<file path="src/design/timer1_cmp_pkg.sv">
// Constants and types for the timer1 compare output block, channels A and B
// Function
// - Control register at 0x30, documented reset zero
// - Nonzero A mode overrides A pin
// - Nonzero B mode overrides B pin outside six-output; in six-output, nonzero A mode does
// - A complement only in PWM, mode 01, or any nonzero A mode in six-output
// - B complement only in PWM, mode 01, or any nonzero A mode in six-output
// - A mode uses enable and the high bit only
// - B mode uses enable, low bit
// - Non-PWM: toggle, clear or set on match
// - Fast PWM 01/10: clear match, set bottom
// - Fast PWM 11: set match, clear bottom
// - Dual slope 01/10: clear up, set down
// - Dual slope 11: set up, clear down
// - Six-output: waveform A drives all pins
// - Six-output single slope follows fast rules
// - Six-output dual slope follows dual rules
// - Force applies action now, non-PWM only, reads zero
// - PWM enable selects PWM per channel
`default_nettype none

package timer1_cmp_pkg;

  // ==========================================================
  // Bus
  localparam int ADDR_W = 8;
  localparam logic [ADDR_W-1:0] OFS_CTRL = 8'h30;
  localparam logic [ADDR_W-1:0] OFS_CMP_A = 8'h34;
  localparam logic [ADDR_W-1:0] OFS_CMP_B = 8'h38;
  localparam logic [ADDR_W-1:0] OFS_MODE = 8'h3C;
  localparam logic [ADDR_W-1:0] OFS_TOP = 8'h40;
  localparam logic [ADDR_W-1:0] OFS_STATUS = 8'h44;
  localparam logic [1:0] RESP_OKAY = 2'h0;
  localparam logic [1:0] RESP_SLVERR = 2'h2;

  // ==========================================================
  // Field positions
  localparam int CTRL_OM_A_LSB = 6;
  localparam int CTRL_OM_B_LSB = 4;
  localparam int CTRL_FORCE_A = 3;
  localparam int CTRL_FORCE_B = 2;
  localparam int CTRL_PWM_A = 1;
  localparam int CTRL_PWM_B = 0;
  localparam logic [7:0] CTRL_STORE_MASK = 8'hF3;
  localparam int MODE_WGM_LO = 0;
  localparam int MODE_WGM_HI = 1;
  localparam int MODE_RUN = 2;

  // ==========================================================
  // Reset values
  localparam logic [7:0] CTRL_RESET = 8'h00;
  localparam logic [9:0] CMP_RESET = 10'h000;
  localparam logic [2:0] MODE_RESET = 3'h0;
  localparam logic [9:0] TOP_RESET = 10'h3FF;
  localparam logic [9:0] COUNT_BOTTOM = 10'h000;

  // ==========================================================
  // Encodings
  typedef enum logic [1:0] {
    OUTMODE_OFF = 2'b00,
    OUTMODE_TOGGLE = 2'b01,
    OUTMODE_CLEAR = 2'b10,
    OUTMODE_SET = 2'b11
  } outmode_t;

endpackage : timer1_cmp_pkg

`default_nettype wire

</file>
<file path="src/design/compare_waveform_unit.sv">
// One compare channel: match detection and waveform register
`timescale 1ns/10ps
`default_nettype none

module compare_waveform_unit
  import timer1_cmp_pkg::*;
(
  // Clock and reset
  input wire logic clk_sys,
  input wire logic rst_n,
  // Timer state
  input wire logic tick,
  input wire logic [9:0] count,
  input wire logic count_down,
  input wire logic [9:0] compare,
  // Configuration
  input wire logic pwm,
  input wire logic dual,
  input wire logic [1:0] outmode,
  input wire logic force_match,
  // Waveform
  output logic wave
);

  logic next_wave;

  // ==========================================================
  // Events
  // equality match
  wire match = tick && (count == compare);
  wire bottom = tick && (count == COUNT_BOTTOM);
  wire set_kind = (outmode == OUTMODE_SET);

  always_comb begin
    next_wave = wave;
    if (!pwm) begin
      // non-PWM actions, force acts as match
      if (match || force_match) begin
        unique case (outmode)
          OUTMODE_OFF: next_wave = wave;
          OUTMODE_TOGGLE: next_wave = ~wave;
          OUTMODE_CLEAR: next_wave = 1'b0;
          OUTMODE_SET: next_wave = 1'b1;
        endcase
      end
    end else if (dual) begin
      if (match) begin
        next_wave = set_kind ^ count_down;
      end
    end else begin
      if (match) begin
        next_wave = set_kind;
      end else if (bottom) begin
        next_wave = ~set_kind;
      end
    end
  end

  always_ff @(posedge clk_sys or negedge rst_n) begin
    if (!rst_n) begin
      wave <= 1'b0;
    end else begin
      wave <= next_wave;
    end
  end

endmodule : compare_waveform_unit

`default_nettype wire

</file>
<file path="src/design/timer1_compare_output_mode_ab.sv">
// Timer1 compare output logic for channels A and B with AXI4-Lite registers
`timescale 1ns/10ps
`default_nettype none

module timer1_compare_output_mode_ab
  import timer1_cmp_pkg::*;
(
  // Clock and reset
  input wire logic clk_sys,
  input wire logic rst_n,
  // AXI4-Lite write address
  input wire logic [ADDR_W-1:0] s_axi_awaddr,
  input wire logic s_axi_awvalid,
  output logic s_axi_awready,
  // AXI4-Lite write data
  input wire logic [31:0] s_axi_wdata,
  input wire logic [3:0] s_axi_wstrb,
  input wire logic s_axi_wvalid,
  output logic s_axi_wready,
  // AXI4-Lite write response
  output logic [1:0] s_axi_bresp,
  output logic s_axi_bvalid,
  input wire logic s_axi_bready,
  // AXI4-Lite read address
  input wire logic [ADDR_W-1:0] s_axi_araddr,
  input wire logic s_axi_arvalid,
  output logic s_axi_arready,
  // AXI4-Lite read data
  output logic [31:0] s_axi_rdata,
  output logic [1:0] s_axi_rresp,
  output logic s_axi_rvalid,
  input wire logic s_axi_rready,
  // Channel A pins
  output logic chan_a_pin,
  output logic chan_a_pin_inv,
  output logic chan_a_override,
  output logic chan_a_inv_override,
  // Channel B pins
  output logic chan_b_pin,
  output logic chan_b_pin_inv,
  output logic chan_b_override,
  output logic chan_b_inv_override
);

  // ==========================================================
  // Declarations
  logic [7:0] timer1_output_control_a;
  logic [9:0] chan_a_compare_value;
  logic [9:0] chan_b_compare_value;
  logic [2:0] mode_cfg;
  logic [9:0] count_top;
  logic [9:0] timer1_count;
  logic count_down;
  logic aw_got;
  logic w_got;
  logic [ADDR_W-1:0] wr_addr;
  logic [31:0] wr_data;
  logic [3:0] wr_strb;
  logic rd_is_ctrl;
  logic [1:0] wave;

  function automatic logic is_mapped(input logic [ADDR_W-1:0] a);
    is_mapped = (a == OFS_CTRL) || (a == OFS_CMP_A) ||
      (a == OFS_CMP_B) || (a == OFS_MODE) || (a == OFS_TOP) ||
      (a == OFS_STATUS);
  endfunction : is_mapped

  function automatic logic [9:0] merge10(input logic [9:0] old,
    input logic [31:0] data, input logic [3:0] strb);
    merge10 = {strb[1] ? data[9:8] : old[9:8],
      strb[0] ? data[7:0] : old[7:0]};
  endfunction : merge10

  // ==========================================================
  // Write channel
  wire aw_take = s_axi_awvalid & s_axi_awready;
  wire w_take = s_axi_wvalid & s_axi_wready;
  wire wr_fire = aw_got & w_got & ~s_axi_bvalid;
  wire next_aw_got = wr_fire ? 1'b0 : (aw_got | aw_take);
  wire next_w_got = wr_fire ? 1'b0 : (w_got | w_take);
  wire next_bvalid = wr_fire | (s_axi_bvalid & ~s_axi_bready);
  wire wr_lane0 = wr_fire & wr_strb[0];
  wire wr_ctrl = wr_lane0 && (wr_addr == OFS_CTRL);
  wire wr_cmp_a = wr_fire && (wr_addr == OFS_CMP_A);
  wire wr_cmp_b = wr_fire && (wr_addr == OFS_CMP_B);
  wire wr_mode = wr_lane0 && (wr_addr == OFS_MODE);
  wire wr_top = wr_fire && (wr_addr == OFS_TOP);

  always_ff @(posedge clk_sys or negedge rst_n) begin
    if (!rst_n) begin
      aw_got <= 1'b0;
      w_got <= 1'b0;
      s_axi_awready <= 1'b0;
      s_axi_wready <= 1'b0;
      s_axi_bvalid <= 1'b0;
      s_axi_bresp <= RESP_OKAY;
    end else begin
      aw_got <= next_aw_got;
      w_got <= next_w_got;
      s_axi_awready <= ~next_aw_got & ~next_bvalid;
      s_axi_wready <= ~next_w_got & ~next_bvalid;
      s_axi_bvalid <= next_bvalid;
      if (wr_fire) begin
        s_axi_bresp <= is_mapped(wr_addr) ? RESP_OKAY : RESP_SLVERR;
      end
    end
  end

  // Payload latches carry no reset value
  always_ff @(posedge clk_sys) begin
    if (aw_take) begin
      wr_addr <= s_axi_awaddr;
    end
    if (w_take) begin
      wr_data <= s_axi_wdata;
      wr_strb <= s_axi_wstrb;
    end
  end

  // ==========================================================
  // Registers
  always_ff @(posedge clk_sys or negedge rst_n) begin
    if (!rst_n) begin
      timer1_output_control_a <= CTRL_RESET;
      chan_a_compare_value <= CMP_RESET;
      chan_b_compare_value <= CMP_RESET;
      mode_cfg <= MODE_RESET;
      count_top <= TOP_RESET;
    end else begin
      if (wr_ctrl) begin
        timer1_output_control_a <= wr_data[7:0] & CTRL_STORE_MASK;
      end
      if (wr_cmp_a) begin
        chan_a_compare_value <= merge10(chan_a_compare_value, wr_data,
          wr_strb);
      end
      if (wr_cmp_b) begin
        chan_b_compare_value <= merge10(chan_b_compare_value, wr_data,
          wr_strb);
      end
      if (wr_mode) begin
        mode_cfg <= wr_data[2:0];
      end
      if (wr_top) begin
        count_top <= merge10(count_top, wr_data, wr_strb);
      end
    end
  end

  // ==========================================================
  // Read channel
  wire ar_take = s_axi_arvalid & s_axi_arready;
  wire next_rvalid = ar_take | (s_axi_rvalid & ~s_axi_rready);
  wire [31:0] status_word = {19'h0, wave, count_down, timer1_count};
  wire [31:0] rd_word =
    (s_axi_araddr == OFS_CTRL) ? {24'h000000, timer1_output_control_a} :
    (s_axi_araddr == OFS_CMP_A) ? {22'h0, chan_a_compare_value} :
    (s_axi_araddr == OFS_CMP_B) ? {22'h0, chan_b_compare_value} :
    (s_axi_araddr == OFS_MODE) ? {29'h0, mode_cfg} :
    (s_axi_araddr == OFS_TOP) ? {22'h0, count_top} :
    (s_axi_araddr == OFS_STATUS) ? status_word : 32'h00000000;

  always_ff @(posedge clk_sys or negedge rst_n) begin
    if (!rst_n) begin
      s_axi_arready <= 1'b0;
      s_axi_rvalid <= 1'b0;
      s_axi_rdata <= 32'h00000000;
      s_axi_rresp <= RESP_OKAY;
      rd_is_ctrl <= 1'b0;
    end else begin
      s_axi_arready <= ~next_rvalid;
      s_axi_rvalid <= next_rvalid;
      if (ar_take) begin
        s_axi_rdata <= rd_word;
        s_axi_rresp <= is_mapped(s_axi_araddr) ? RESP_OKAY : RESP_SLVERR;
        rd_is_ctrl <= (s_axi_araddr == OFS_CTRL);
      end
    end
  end

  // ==========================================================
  // Configuration view
  // A mode change written with a force bit takes effect for that force
  wire [7:0] ctrl_eff = wr_ctrl ? wr_data[7:0] : timer1_output_control_a;
  wire [1:0] om_a = timer1_output_control_a[CTRL_OM_A_LSB +: 2];
  wire [1:0] om_b = timer1_output_control_a[CTRL_OM_B_LSB +: 2];
  wire pwm_a = timer1_output_control_a[CTRL_PWM_A];
  wire pwm_b = timer1_output_control_a[CTRL_PWM_B];
  wire wave_gen_mode_lo = mode_cfg[MODE_WGM_LO];
  wire wave_gen_mode_hi = mode_cfg[MODE_WGM_HI];
  wire run = mode_cfg[MODE_RUN];
  // A reads enable and the high mode bit only
  wire six_output_pwm = pwm_a & wave_gen_mode_hi;
  wire [1:0] ch_pwm = {ctrl_eff[CTRL_PWM_B], ctrl_eff[CTRL_PWM_A]};
  wire [3:0] ch_om = {ctrl_eff[CTRL_OM_B_LSB +: 2],
    ctrl_eff[CTRL_OM_A_LSB +: 2]};
  wire [1:0] ch_force = {wr_ctrl & wr_data[CTRL_FORCE_B],
    wr_ctrl & wr_data[CTRL_FORCE_A]} & ~ch_pwm;
  wire [19:0] ch_cmp = {chan_b_compare_value, chan_a_compare_value};

  // ==========================================================
  // Counter
  wire at_top = (timer1_count >= count_top);
  wire at_bottom = (timer1_count == COUNT_BOTTOM);

  always_ff @(posedge clk_sys or negedge rst_n) begin
    if (!rst_n) begin
      timer1_count <= COUNT_BOTTOM;
      count_down <= 1'b0;
    end else if (run) begin
      if (count_top == COUNT_BOTTOM) begin
        timer1_count <= COUNT_BOTTOM;
        count_down <= 1'b0;
      end else if (!wave_gen_mode_lo) begin
        timer1_count <= at_top ? COUNT_BOTTOM : timer1_count + 10'h001;
        count_down <= 1'b0;
      end else if (!count_down) begin
        timer1_count <= at_top ? timer1_count - 10'h001 :
          timer1_count + 10'h001;
        count_down <= at_top;
      end else begin
        timer1_count <= at_bottom ? timer1_count + 10'h001 :
          timer1_count - 10'h001;
        count_down <= ~at_bottom;
      end
    end
  end

  // ==========================================================
  // Channels
  // B slope from the low mode bit only
  for (genvar i = 0; i < 2; i++) begin : g_chan
    compare_waveform_unit u_unit (
      .clk_sys(clk_sys),
      .rst_n(rst_n),
      .tick(run),
      .count(timer1_count),
      .count_down(count_down),
      .compare(ch_cmp[i*10 +: 10]),
      .pwm(ch_pwm[i]),
      .dual(wave_gen_mode_lo),
      .outmode(ch_om[i*2 +: 2]),
      .force_match(ch_force[i]),
      .wave(wave[i])
    );
  end

  // ==========================================================
  // Pin selection
  wire a_on = (om_a != OUTMODE_OFF);
  // complement needs PWM and mode 01
  wire a_inv_ok = pwm_a && (om_a == OUTMODE_TOGGLE);
  wire b_inv_ok = pwm_b && (om_b == OUTMODE_TOGGLE);
  wire next_a_override = a_on;
  wire next_b_override = six_output_pwm ? a_on : (om_b != OUTMODE_OFF);
  wire next_a_inv_override = six_output_pwm ? a_on : a_inv_ok;
  wire next_b_inv_override = six_output_pwm ? a_on : b_inv_ok;
  wire next_b_pin = six_output_pwm ? wave[0] : wave[1];

  // Registered pins add one cycle after the waveform
  always_ff @(posedge clk_sys or negedge rst_n) begin
    if (!rst_n) begin
      chan_a_pin <= 1'b0;
      chan_a_pin_inv <= 1'b1;
      chan_a_override <= 1'b0;
      chan_a_inv_override <= 1'b0;
      chan_b_pin <= 1'b0;
      chan_b_pin_inv <= 1'b1;
      chan_b_override <= 1'b0;
      chan_b_inv_override <= 1'b0;
    end else begin
      chan_a_pin <= wave[0];
      chan_a_pin_inv <= ~wave[0];
      chan_a_override <= next_a_override;
      chan_a_inv_override <= next_a_inv_override;
      chan_b_pin <= next_b_pin;
      chan_b_pin_inv <= ~next_b_pin;
      chan_b_override <= next_b_override;
      chan_b_inv_override <= next_b_inv_override;
    end
  end

  // ==========================================================
  // Checks
  wire match_a = run && (timer1_count == chan_a_compare_value);
  wire match_b = run && (timer1_count == chan_b_compare_value);
endmodule : timer1_compare_output_mode_ab

`default_nettype wire

</file>
<file path="config.mk">
export PLATFORM = sky130hd
export DESIGN_NAME = timer1_compare_output_mode_ab
export DESIGN_NICKNAME = d
export VERILOG_FILES = /design/src/design/timer1_cmp_pkg.sv /design/src/design/compare_waveform_unit.sv /design/src/design/timer1_compare_output_mode_ab.sv
export SDC_FILE = /design/constraint.sdc
export NUM_CORES = 1
export LEC_CHECK = 0
export ABC_AREA = 1
export BUFFER_PORTS_ARGS = -buffer_cell sky130_fd_sc_hd__buf_2
export CORE_UTILIZATION = 51
export DETAILED_ROUTE_END_ITERATION = 10
export MAX_ROUTING_LAYER = met4
export PLACE_DENSITY = 0.74
export SKIP_LAST_GASP = 1
export SLEW_MARGIN = 20
export SYNTH_ARGS = -nofsm -noshare
export SYNTH_HDL_FRONTEND = slang
export SYNTH_HIERARCHICAL = 1
export SYNTH_SLANG_ARGS = --single-unit
</file>
<file path="constraint.sdc">
create_clock -name clk_sys -period 2.7 [get_ports clk_sys]
set_clock_uncertainty 0.15 [all_clocks]
set_input_delay 0.135 -clock clk_sys [delete_from_list [all_inputs] [get_ports clk_sys]]
set_output_delay 0.135 -clock clk_sys [all_outputs]
set_load 0.02 [all_outputs]
</file>
---- Word-level counts from Yosys, hierarchy flattened ----
Index checks and enable logic that the tools add are counted.
word-level totals
  register bits ........................... 123
  input bits .............................. 59
  output and inout bits ................... 49
  logic and storage cells ................. 174
operators by class
  add/sub/neg operators ................... 2
  order comparisons ....................... 1
  equality and inequality tests ........... 28
  muxes and demuxes ....................... 38
  bitwise logic cells ..................... 34
  reduce and logical (&&, ||, !) cells .... 38
operators by type and width
  operator                                                number
  two-way mux 13 bit                                      6
  equality test 8 x 6 -> 1 bit (second input constant)    8
  two-way mux 10 bit                                      6
  equality test 8 x 7 -> 1 bit (second input constant)    4
  two-way mux 1 bit                                       21
  equality test 10 bit                                    2
  zero test 10 bit                                        2
  bitwise AND 1 bit                                       13
  inverter 1 bit                                          13
  logical OR 1 bit                                        12
  AND reduction 2 bit                                     6
  adder 10 x 1 -> 10 bit (second input constant)          1
  >= comparator 10 bit                                    1
  logical AND 1 bit                                       10
  subtractor 10 x 1 -> 10 bit (second input constant)     1
  equality test 2 x 1 -> 1 bit (second input constant)    4
  equality test 2 bit (second input constant)             4
  two-way mux 8 bit                                       1
  AND reduction 4 bit                                     2
  nonzero test 2 bit                                      4
  inequality test 3 x 1 -> 1 bit (second input constant)  2
  inequality test 3 x 2 -> 1 bit (second input constant)  2
  one-hot mux 1 bit (3 select lines)                      2
  zero test 2 bit                                         2
  other kinds (6)                                         12

---- Longest topological paths before layout ----
  depth in word-level cells ............... 11
  gate-level depth with buffers ........... 15

---- Modules after synthesis ----
The synthesis kept the hierarchy.
modules (own cells, without submodules)
  module                         instances  cells an instance  area each (µm²)  sequential area each (µm²)
  timer1_compare_output_mode_ab  1          606                5,305.1          2,617.5
  compare_waveform_unit          2          99                 439.2            25.0

---- Worst setup path after synthesis ----
OpenSTA, ideal clock, no wires.
  path kind ............................... register -> register
  start point ............................. reg s_axi_bvalid
  end point ............................... reg g_chan[1].u_unit.wave
  library setup time ...................... 0.117 ns
  arrival time ............................ 1.936 ns
  path slack .............................. 0.497 ns
  stages on the path, launching flop included .. 14
  path buffers ............................ 1
  clock period less this slack ............ 2.203 ns
  path through ............................ dfrtp_1 -> nor3_4 -> nand2_1 -> inv_2 -> nand4_2 -> buf_4 -> o21ai_2 -> nand3_1 -> nor2_1 -> a21boi_0 -> a21oi_2 -> inv_1 -> nand2_1 -> nand2_1
on the way
  elaborated cells between the ends (all ways) .. 27
  those cells by class .................... eq/ne (6); mux (8); bitwise (8); reduce/logical (5)
RTL lines
  what                           line                                  source
  start: declaration             timer1_compare_output_mode_ab.sv:22   output logic s_axi_bvalid,
  start signal: assignment       timer1_compare_output_mode_ab.sv:102  s_axi_bvalid <= next_bvalid;
  inverter 1 bit (*)             timer1_compare_output_mode_ab.sv:78   wire wr_fire = aw_got & w_got & ~s_axi_bvalid;
  bitwise AND 1 bit (*)          timer1_compare_output_mode_ab.sv:78
  bitwise AND 1 bit (*)          timer1_compare_output_mode_ab.sv:82   wire wr_lane0 = wr_fire & wr_strb[0];
  logical AND 1 bit (*)          timer1_compare_output_mode_ab.sv:83   wire wr_ctrl = wr_lane0 && (wr_addr == OFS_CTRL);
  two-way mux 8 bit (*)          timer1_compare_output_mode_ab.sv:184  wire [7:0] ctrl_eff = wr_ctrl ? wr_data[7:0] : timer1_output_control_a;
  named net ctrl_eff[0]          timer1_compare_output_mode_ab.sv:184
  inverter 2 bit                 timer1_compare_output_mode_ab.sv:198  wr_ctrl & wr_data[CTRL_FORCE_A]} & ~ch_pwm;
  bitwise AND 2 bit              timer1_compare_output_mode_ab.sv:198
  logical OR 1 bit               compare_waveform_unit.sv:38           if (match || force_match) begin
  nonzero test 2 bit (no line)   n/a
  AND reduction 4 bit (no line)  n/a
  end signal: assignment         compare_waveform_unit.sv:63           wave <= next_wave;
  end: declaration               compare_waveform_unit.sv:22           output logic wave
The timed path passes the listed nets; every way through them passes the cells marked *. The select of a mux whose other input is x is not followed.
A chain may end at the register's enable or synchronous reset.

---- Worst setup path after layout ----
  start point ............................. reg count_top[9]
  end point ............................... reg timer1_count[7]
on the way
  word-level cells in the longest chain between the ends .. 5
  elaborated cells between the ends (all ways) .. 7
  those cells by class .................... order compare (1); mux (5); reduce/logical (1)
RTL lines
  what                      line                                  source
  start: declaration        timer1_compare_output_mode_ab.sv:51   logic [9:0] count_top;
  start signal: assignment  timer1_compare_output_mode_ab.sv:145  count_top <= merge10(count_top, wr_data, wr_strb);
  >= comparator 10 bit      timer1_compare_output_mode_ab.sv:203  wire at_top = (timer1_count >= count_top);
  two-way mux 10 bit        timer1_compare_output_mode_ab.sv:218  timer1_count <= at_top ? timer1_count - 10'h001 :
  two-way mux 10 bit        timer1_compare_output_mode_ab.sv:217  end else if (!count_down) begin
  two-way mux 10 bit        timer1_compare_output_mode_ab.sv:214  end else if (!wave_gen_mode_lo) begin
  two-way mux 10 bit (*)    timer1_compare_output_mode_ab.sv:211  if (count_top == COUNT_BOTTOM) begin
  end signal: assignment    timer1_compare_output_mode_ab.sv:215  timer1_count <= at_top ? COUNT_BOTTOM : timer1_count + 10'h001;
  end signal: assignment    timer1_compare_output_mode_ab.sv:218
  end signal: assignment    timer1_compare_output_mode_ab.sv:222  timer1_count <= at_bottom ? timer1_count + 10'h001 :
  end: declaration          timer1_compare_output_mode_ab.sv:52   logic [9:0] timer1_count;
Every way passes the cells marked *; elsewhere a longest branch is shown, timed or not.

==> flow_metrics.env <==
export IMPL_run_status="finished, violations left"
export IMPL_die_height_um=112.1
export IMPL_mappedNetlistArea_um2=6183
export IMPL_cellLeakagePower_nw=3.642
export IMPL_final_cell_mix="sky130_fd_sc_hd__nand2_1 (225), sky130_fd_sc_hd__inv_1 (114), sky130_fd_sc_hd__dfrtp_1 (70), sky130_fd_sc_hd__nor2_1 (68), sky130_fd_sc_hd__buf_2 (61)"
export IMPL_layout_worst_path_cycle_share=0.8771
export IMPL_total_number_of_nets_in_the_final_design=974
export IMPL_yosys_area_share_adder=0.02631
export IMPL_met1_demand_to_capacity_share_in_global_routing=0.3568
export IMPL_synth_enable_flop_cells=20
export IMPL_cts_max_level=3
export IMPL_gp_congestion=0.9614
export IMPL_mostFrequentLayoutCell="sky130_fd_sc_hd__nand2_1"
export IMPL_crit_slowest_cell="sky130_fd_sc_hd__dfstp_2"
export IMPL_drt_iter0_markers=423
export IMPL_clock_sinks=102
export IMPL_cts_setup_buffers=0
export IMPL_drive_gt1_frac=0.2139
export IMPL_power_frac_clock=0.344
export IMPL_global_route_usage_met3=0.04590
export IMPL_ios=108
export IMPL_flow_area_growth_from_synthesis_pct=15.62
export IMPL_period_needed_ns=2.368
export IMPL_worstSkewPairLatency_ns=0.36
export IMPL_dominantRegCellSynth="sky130_fd_sc_hd__dfrtp_1"
export IMPL_wirelength_mm=15.66
export IMPL_first_global_vias=5095
export IMPL_buffers_from_clock_root_to_sink_at_most=2
export IMPL_synth_compound_area_frac=0.09065
export IMPL_globalRouteOverflowTotal=0
export IMPL_crit_required_ns=2.85
export IMPL_violations="design-rule violations"
export IMPL_post_synth_inst_count=804
export IMPL_path_clk_slew_ns=0.07
export IMPL_worstSetupEndpointType="flip-flop"
export IMPL_antenna_cells_inserted=0
export IMPL_slew_viol_final=0
export IMPL_final_area_um2=7149
export IMPL_rr_startpoint="count_top[9]"
export IMPL_slew_headroom=0.6167
export IMPL_power_after_layout_mw=3.785
export IMPL_totalNegativeSetupSlack_ns=0
export IMPL_slowest_delay_ns=0.53
export IMPL_row_count=39
export IMPL_hold_path_cell_count=5
export IMPL_synthesized_area_fraction_occupied_by_and_or_nand_nor_cells=0.3080
export IMPL_root_buffer="sky130_fd_sc_hd__clkbuf_16"
export IMPL_worst_slew_pin_slew_ns=0.5749
export IMPL_ys_async_sr_fraction=0.8039
export IMPL_global_route_usage_total=0.2723
export IMPL_r2r_cells=9
export IMPL_ff_latch_count_synth=102
export IMPL_synthDistinctLibCells=40
export IMPL_critical_path_cell_chain="inv_1 -> ha_1 -> a21o_1 -> nor2_1 -> nand3_2 -> nand2_1 -> and2_1 -> nand3_1 -> nand2_1"
export IMPL_synth_area_mux_share=0
export IMPL_yosys_area_share_xor_xnor=0.02125
export IMPL_finalHoldViolCount=0
export IMPL_power_net_switching_mw=1.131
export IMPL_flop_pwr_share=0.479
export IMPL_worst_r2r_endpoint="timer1_count[7]"
export IMPL_critical_path_class="reg2reg"
export IMPL_gr_max_usage_layer="met2"
export IMPL_grt_met2_usage=0.4377
export IMPL_power_frac_comb=0.177
export IMPL_dp_final_hpwl_mm=11.74
export IMPL_cpMostUsedCell="sky130_fd_sc_hd__nand2_1"
export IMPL_fmaxAchievable_mhz=422.3
export IMPL_place_inst=1010
export IMPL_vdd_ir_drop_worst_uv=659.7
export IMPL_cts_tree="yes"
export IMPL_antenna_violating_nets_post_route=0
export IMPL_tritoncts_num_buffers=9
export IMPL_fillers=1032
export IMPL_detailedRoute_firstPassIterationCount=8
export IMPL_width_of_the_die_um=112.1
export IMPL_power_per_standard_cell_area_nw_per_um2=529.4
export IMPL_ys_warn_count=6
export IMPL_cp_data_arrival_time_ns=2.52
export IMPL_synthesis_area_per_instance_um2=7.691
export IMPL_detail_route_drc_violations=4
export IMPL_critical_path_max_fanout=9
export IMPL_initial_standard_cell_utilization_of_the_core=0.5324
export IMPL_rsz0062_at_grt="false"
export IMPL_grt_pass1_wl_mm=25.33
export IMPL_grt_max_degree=45
export IMPL_netSwitchingFraction=0.2990
export IMPL_core_area_um2=11610
export IMPL_critPathLaunchType="flip-flop"
export IMPL_placed_cell_area_um2=6609
export IMPL_portBuffers=62
export IMPL_combinational_family_with_the_most_area_after_synthesis="simple AND/OR/NAND/NOR gates"
export IMPL_regToRegSetupSlack_ns=0.33
export IMPL_dr_total_vias=5412
export IMPL_timing_max_cap_violations=0
export IMPL_ff_latch_area_um2=2668
export IMPL_number_of_antenna_violations_at_the_first_check_in_global_routing=0
export IMPL_holdPathEnd="s_axi_rdata[8]"
export IMPL_wl_per_cell_um=14.91
export IMPL_fin_cells=1050
export IMPL_p_int_mw=2.653
export IMPL_finalCoreUtilization=0.6156
export IMPL_area_used_by_multi_input_combinational_logic_um2=2846
export IMPL_timing_hold_worst_class="in2reg"
export IMPL_seq_area_frac_synth=0.4314
export IMPL_viasPerCell=5.154
export IMPL_min_delay_start="s_axi_arvalid"
export IMPL_finalSetupViolations=0
export IMPL_die_area_um2=12570
==> repair_timing <==
action,CTS,global route
resized for setup,0,1
hold buffers,24,0
hold endpoints to repair,67,0
endpoints found under the setup margin,0,2
==> flip-flops by register name, indices dropped and copies added (netlist names), 2 cells and up <==
name	count
s_axi_rdata	13
chan_a_compare_value	10
chan_b_compare_value	10
count_top	10
timer1_count	10
wr_data	10
wr_addr	8
timer1_output_control_a	6
mode_cfg	3
g_chan.u_unit/wave	2
wr_strb	2
==> power groups by stage <==
stage | Clock [mW] | Combinational, mW | Sequential (mW)
2_1_floorplan | 0 | 0.405 | 1.87
3_3_place_gp | 0 | 0.623 | 1.84
3_5_place_dp | 0 | 0.634 | 1.84
4_1_cts | 1.32 | 0.662 | 1.81
5_1_grt | 1.38 | 0.755 | 1.83
6_report | 1.30 | 0.670 | 1.81
==> critical path, delay by kind of cell, from the launching register on <==
kind	cells	cell delay, ns
buffers and inverters	1	0.08
flip-flops	1	0.53
adder cells (fa/ha/maj)	1	0.32
AND/OR/NAND/NOR	6	1.04
AO/OA/AOI/OAI	1	0.18
==> worst max path at each step <==
stage,cells past startpoint,start,slack [ns],endpoint
final,9,count_top[9],0.33,timer1_count[7]
after global placement,11,s_axi_bvalid,0.34,g_chan[0].u_unit/wave
after global routing,11,s_axi_bvalid,0.11,g_chan[0].u_unit/wave
after detailed placement,11,s_axi_bvalid,0.24,g_chan[0].u_unit/wave
after CTS,12,s_axi_bvalid,0.22,g_chan[0].u_unit/wave
after floorplan,13,s_axi_bvalid,0.50,g_chan[1].u_unit/wave
==> cell usage after synthesis (2+ instances only) <==
library cell,count,area (um2)
sky130_fd_sc_hd__a21boi_0,2,15.01
sky130_fd_sc_hd__xor2_1,11,96.34
sky130_fd_sc_hd__ha_1,13,162.7
sky130_fd_sc_hd__o21ai_0,23,115.1
sky130_fd_sc_hd__nor2_2,15,93.84
sky130_fd_sc_hd__nor3_2,2,20.02
sky130_fd_sc_hd__or2_2,2,12.51
sky130_fd_sc_hd__buf_6,4,45.04
sky130_fd_sc_hd__clkbuf_1,3,11.26
sky130_fd_sc_hd__o31ai_1,2,15.01
sky130_fd_sc_hd__nor3_1,10,50.05
sky130_fd_sc_hd__o21ai_1,16,80.08
sky130_fd_sc_hd__o22ai_1,7,43.79
sky130_fd_sc_hd__inv_2,23,86.33
sky130_fd_sc_hd__dfrtp_1,70,1752
sky130_fd_sc_hd__buf_4,23,172.7
sky130_fd_sc_hd__nand3_1,51,255.2
sky130_fd_sc_hd__nor2_4,2,22.52
sky130_fd_sc_hd__inv_1,114,427.9
sky130_fd_sc_hd__nor3_4,3,48.80
sky130_fd_sc_hd__buf_2,2,10.01
sky130_fd_sc_hd__nor2_1,68,255.2
sky130_fd_sc_hd__xnor2_1,4,35.03
sky130_fd_sc_hd__edfxtp_1,20,600.6
sky130_fd_sc_hd__nand2_2,11,68.82
sky130_fd_sc_hd__nand4_2,3,37.54
sky130_fd_sc_hd__nand3_2,6,60.06
sky130_fd_sc_hd__dfstp_2,12,315.3
sky130_fd_sc_hd__a21oi_1,8,40.04
sky130_fd_sc_hd__o21ai_2,22,192.7
sky130_fd_sc_hd__nand2_1,225,844.6
sky130_fd_sc_hd__nand4_1,16,100.1
sky130_fd_sc_hd__a21oi_2,4,35.03
==> cells by family (layout without fill, tap and decap cells) <==
family	after synthesis	in the layout
AND/OR/NAND/NOR	417	417
buffers and inverters	169	252
flip-flops	102	102
AO/OA/AOI/OAI	87	87
XOR/XNOR	15	15
adder cells (fa/ha/maj)	13	13
other	1	21
==> metrics by stage <==
step / hold slack (ns) / setup slack (ns)
2_1_floorplan: -0.3106 / 0.4972
3_3_place_gp: 0.01132 / 0.3365
3_5_place_dp: 0.01423 / 0.2449
4_1_cts: 0.09346 / 0.2240
5_1_grt: 0.1278 / 0.1105
6_report: 0.09619 / 0.3319
==> cell type report <==
type,count,area share
Sequential cell,102,0.3731
Clock inverter,4,0.007700
Tap cell,143,0.02503
Multi-Input combinational cell,553,0.3981
Clock buffer,12,0.03308
Inverter,137,0.07193
Timing Repair Buffer,99,0.09100
==> routing by layer <==
layer,up-vias,part of all wire
met5,-,0
met4,0,0.015
met3,16,0.084
met2,222,0.47
met1,2484,0.43
li1,2690,-
Note: power is estimated with default switching activity, not from simulation.
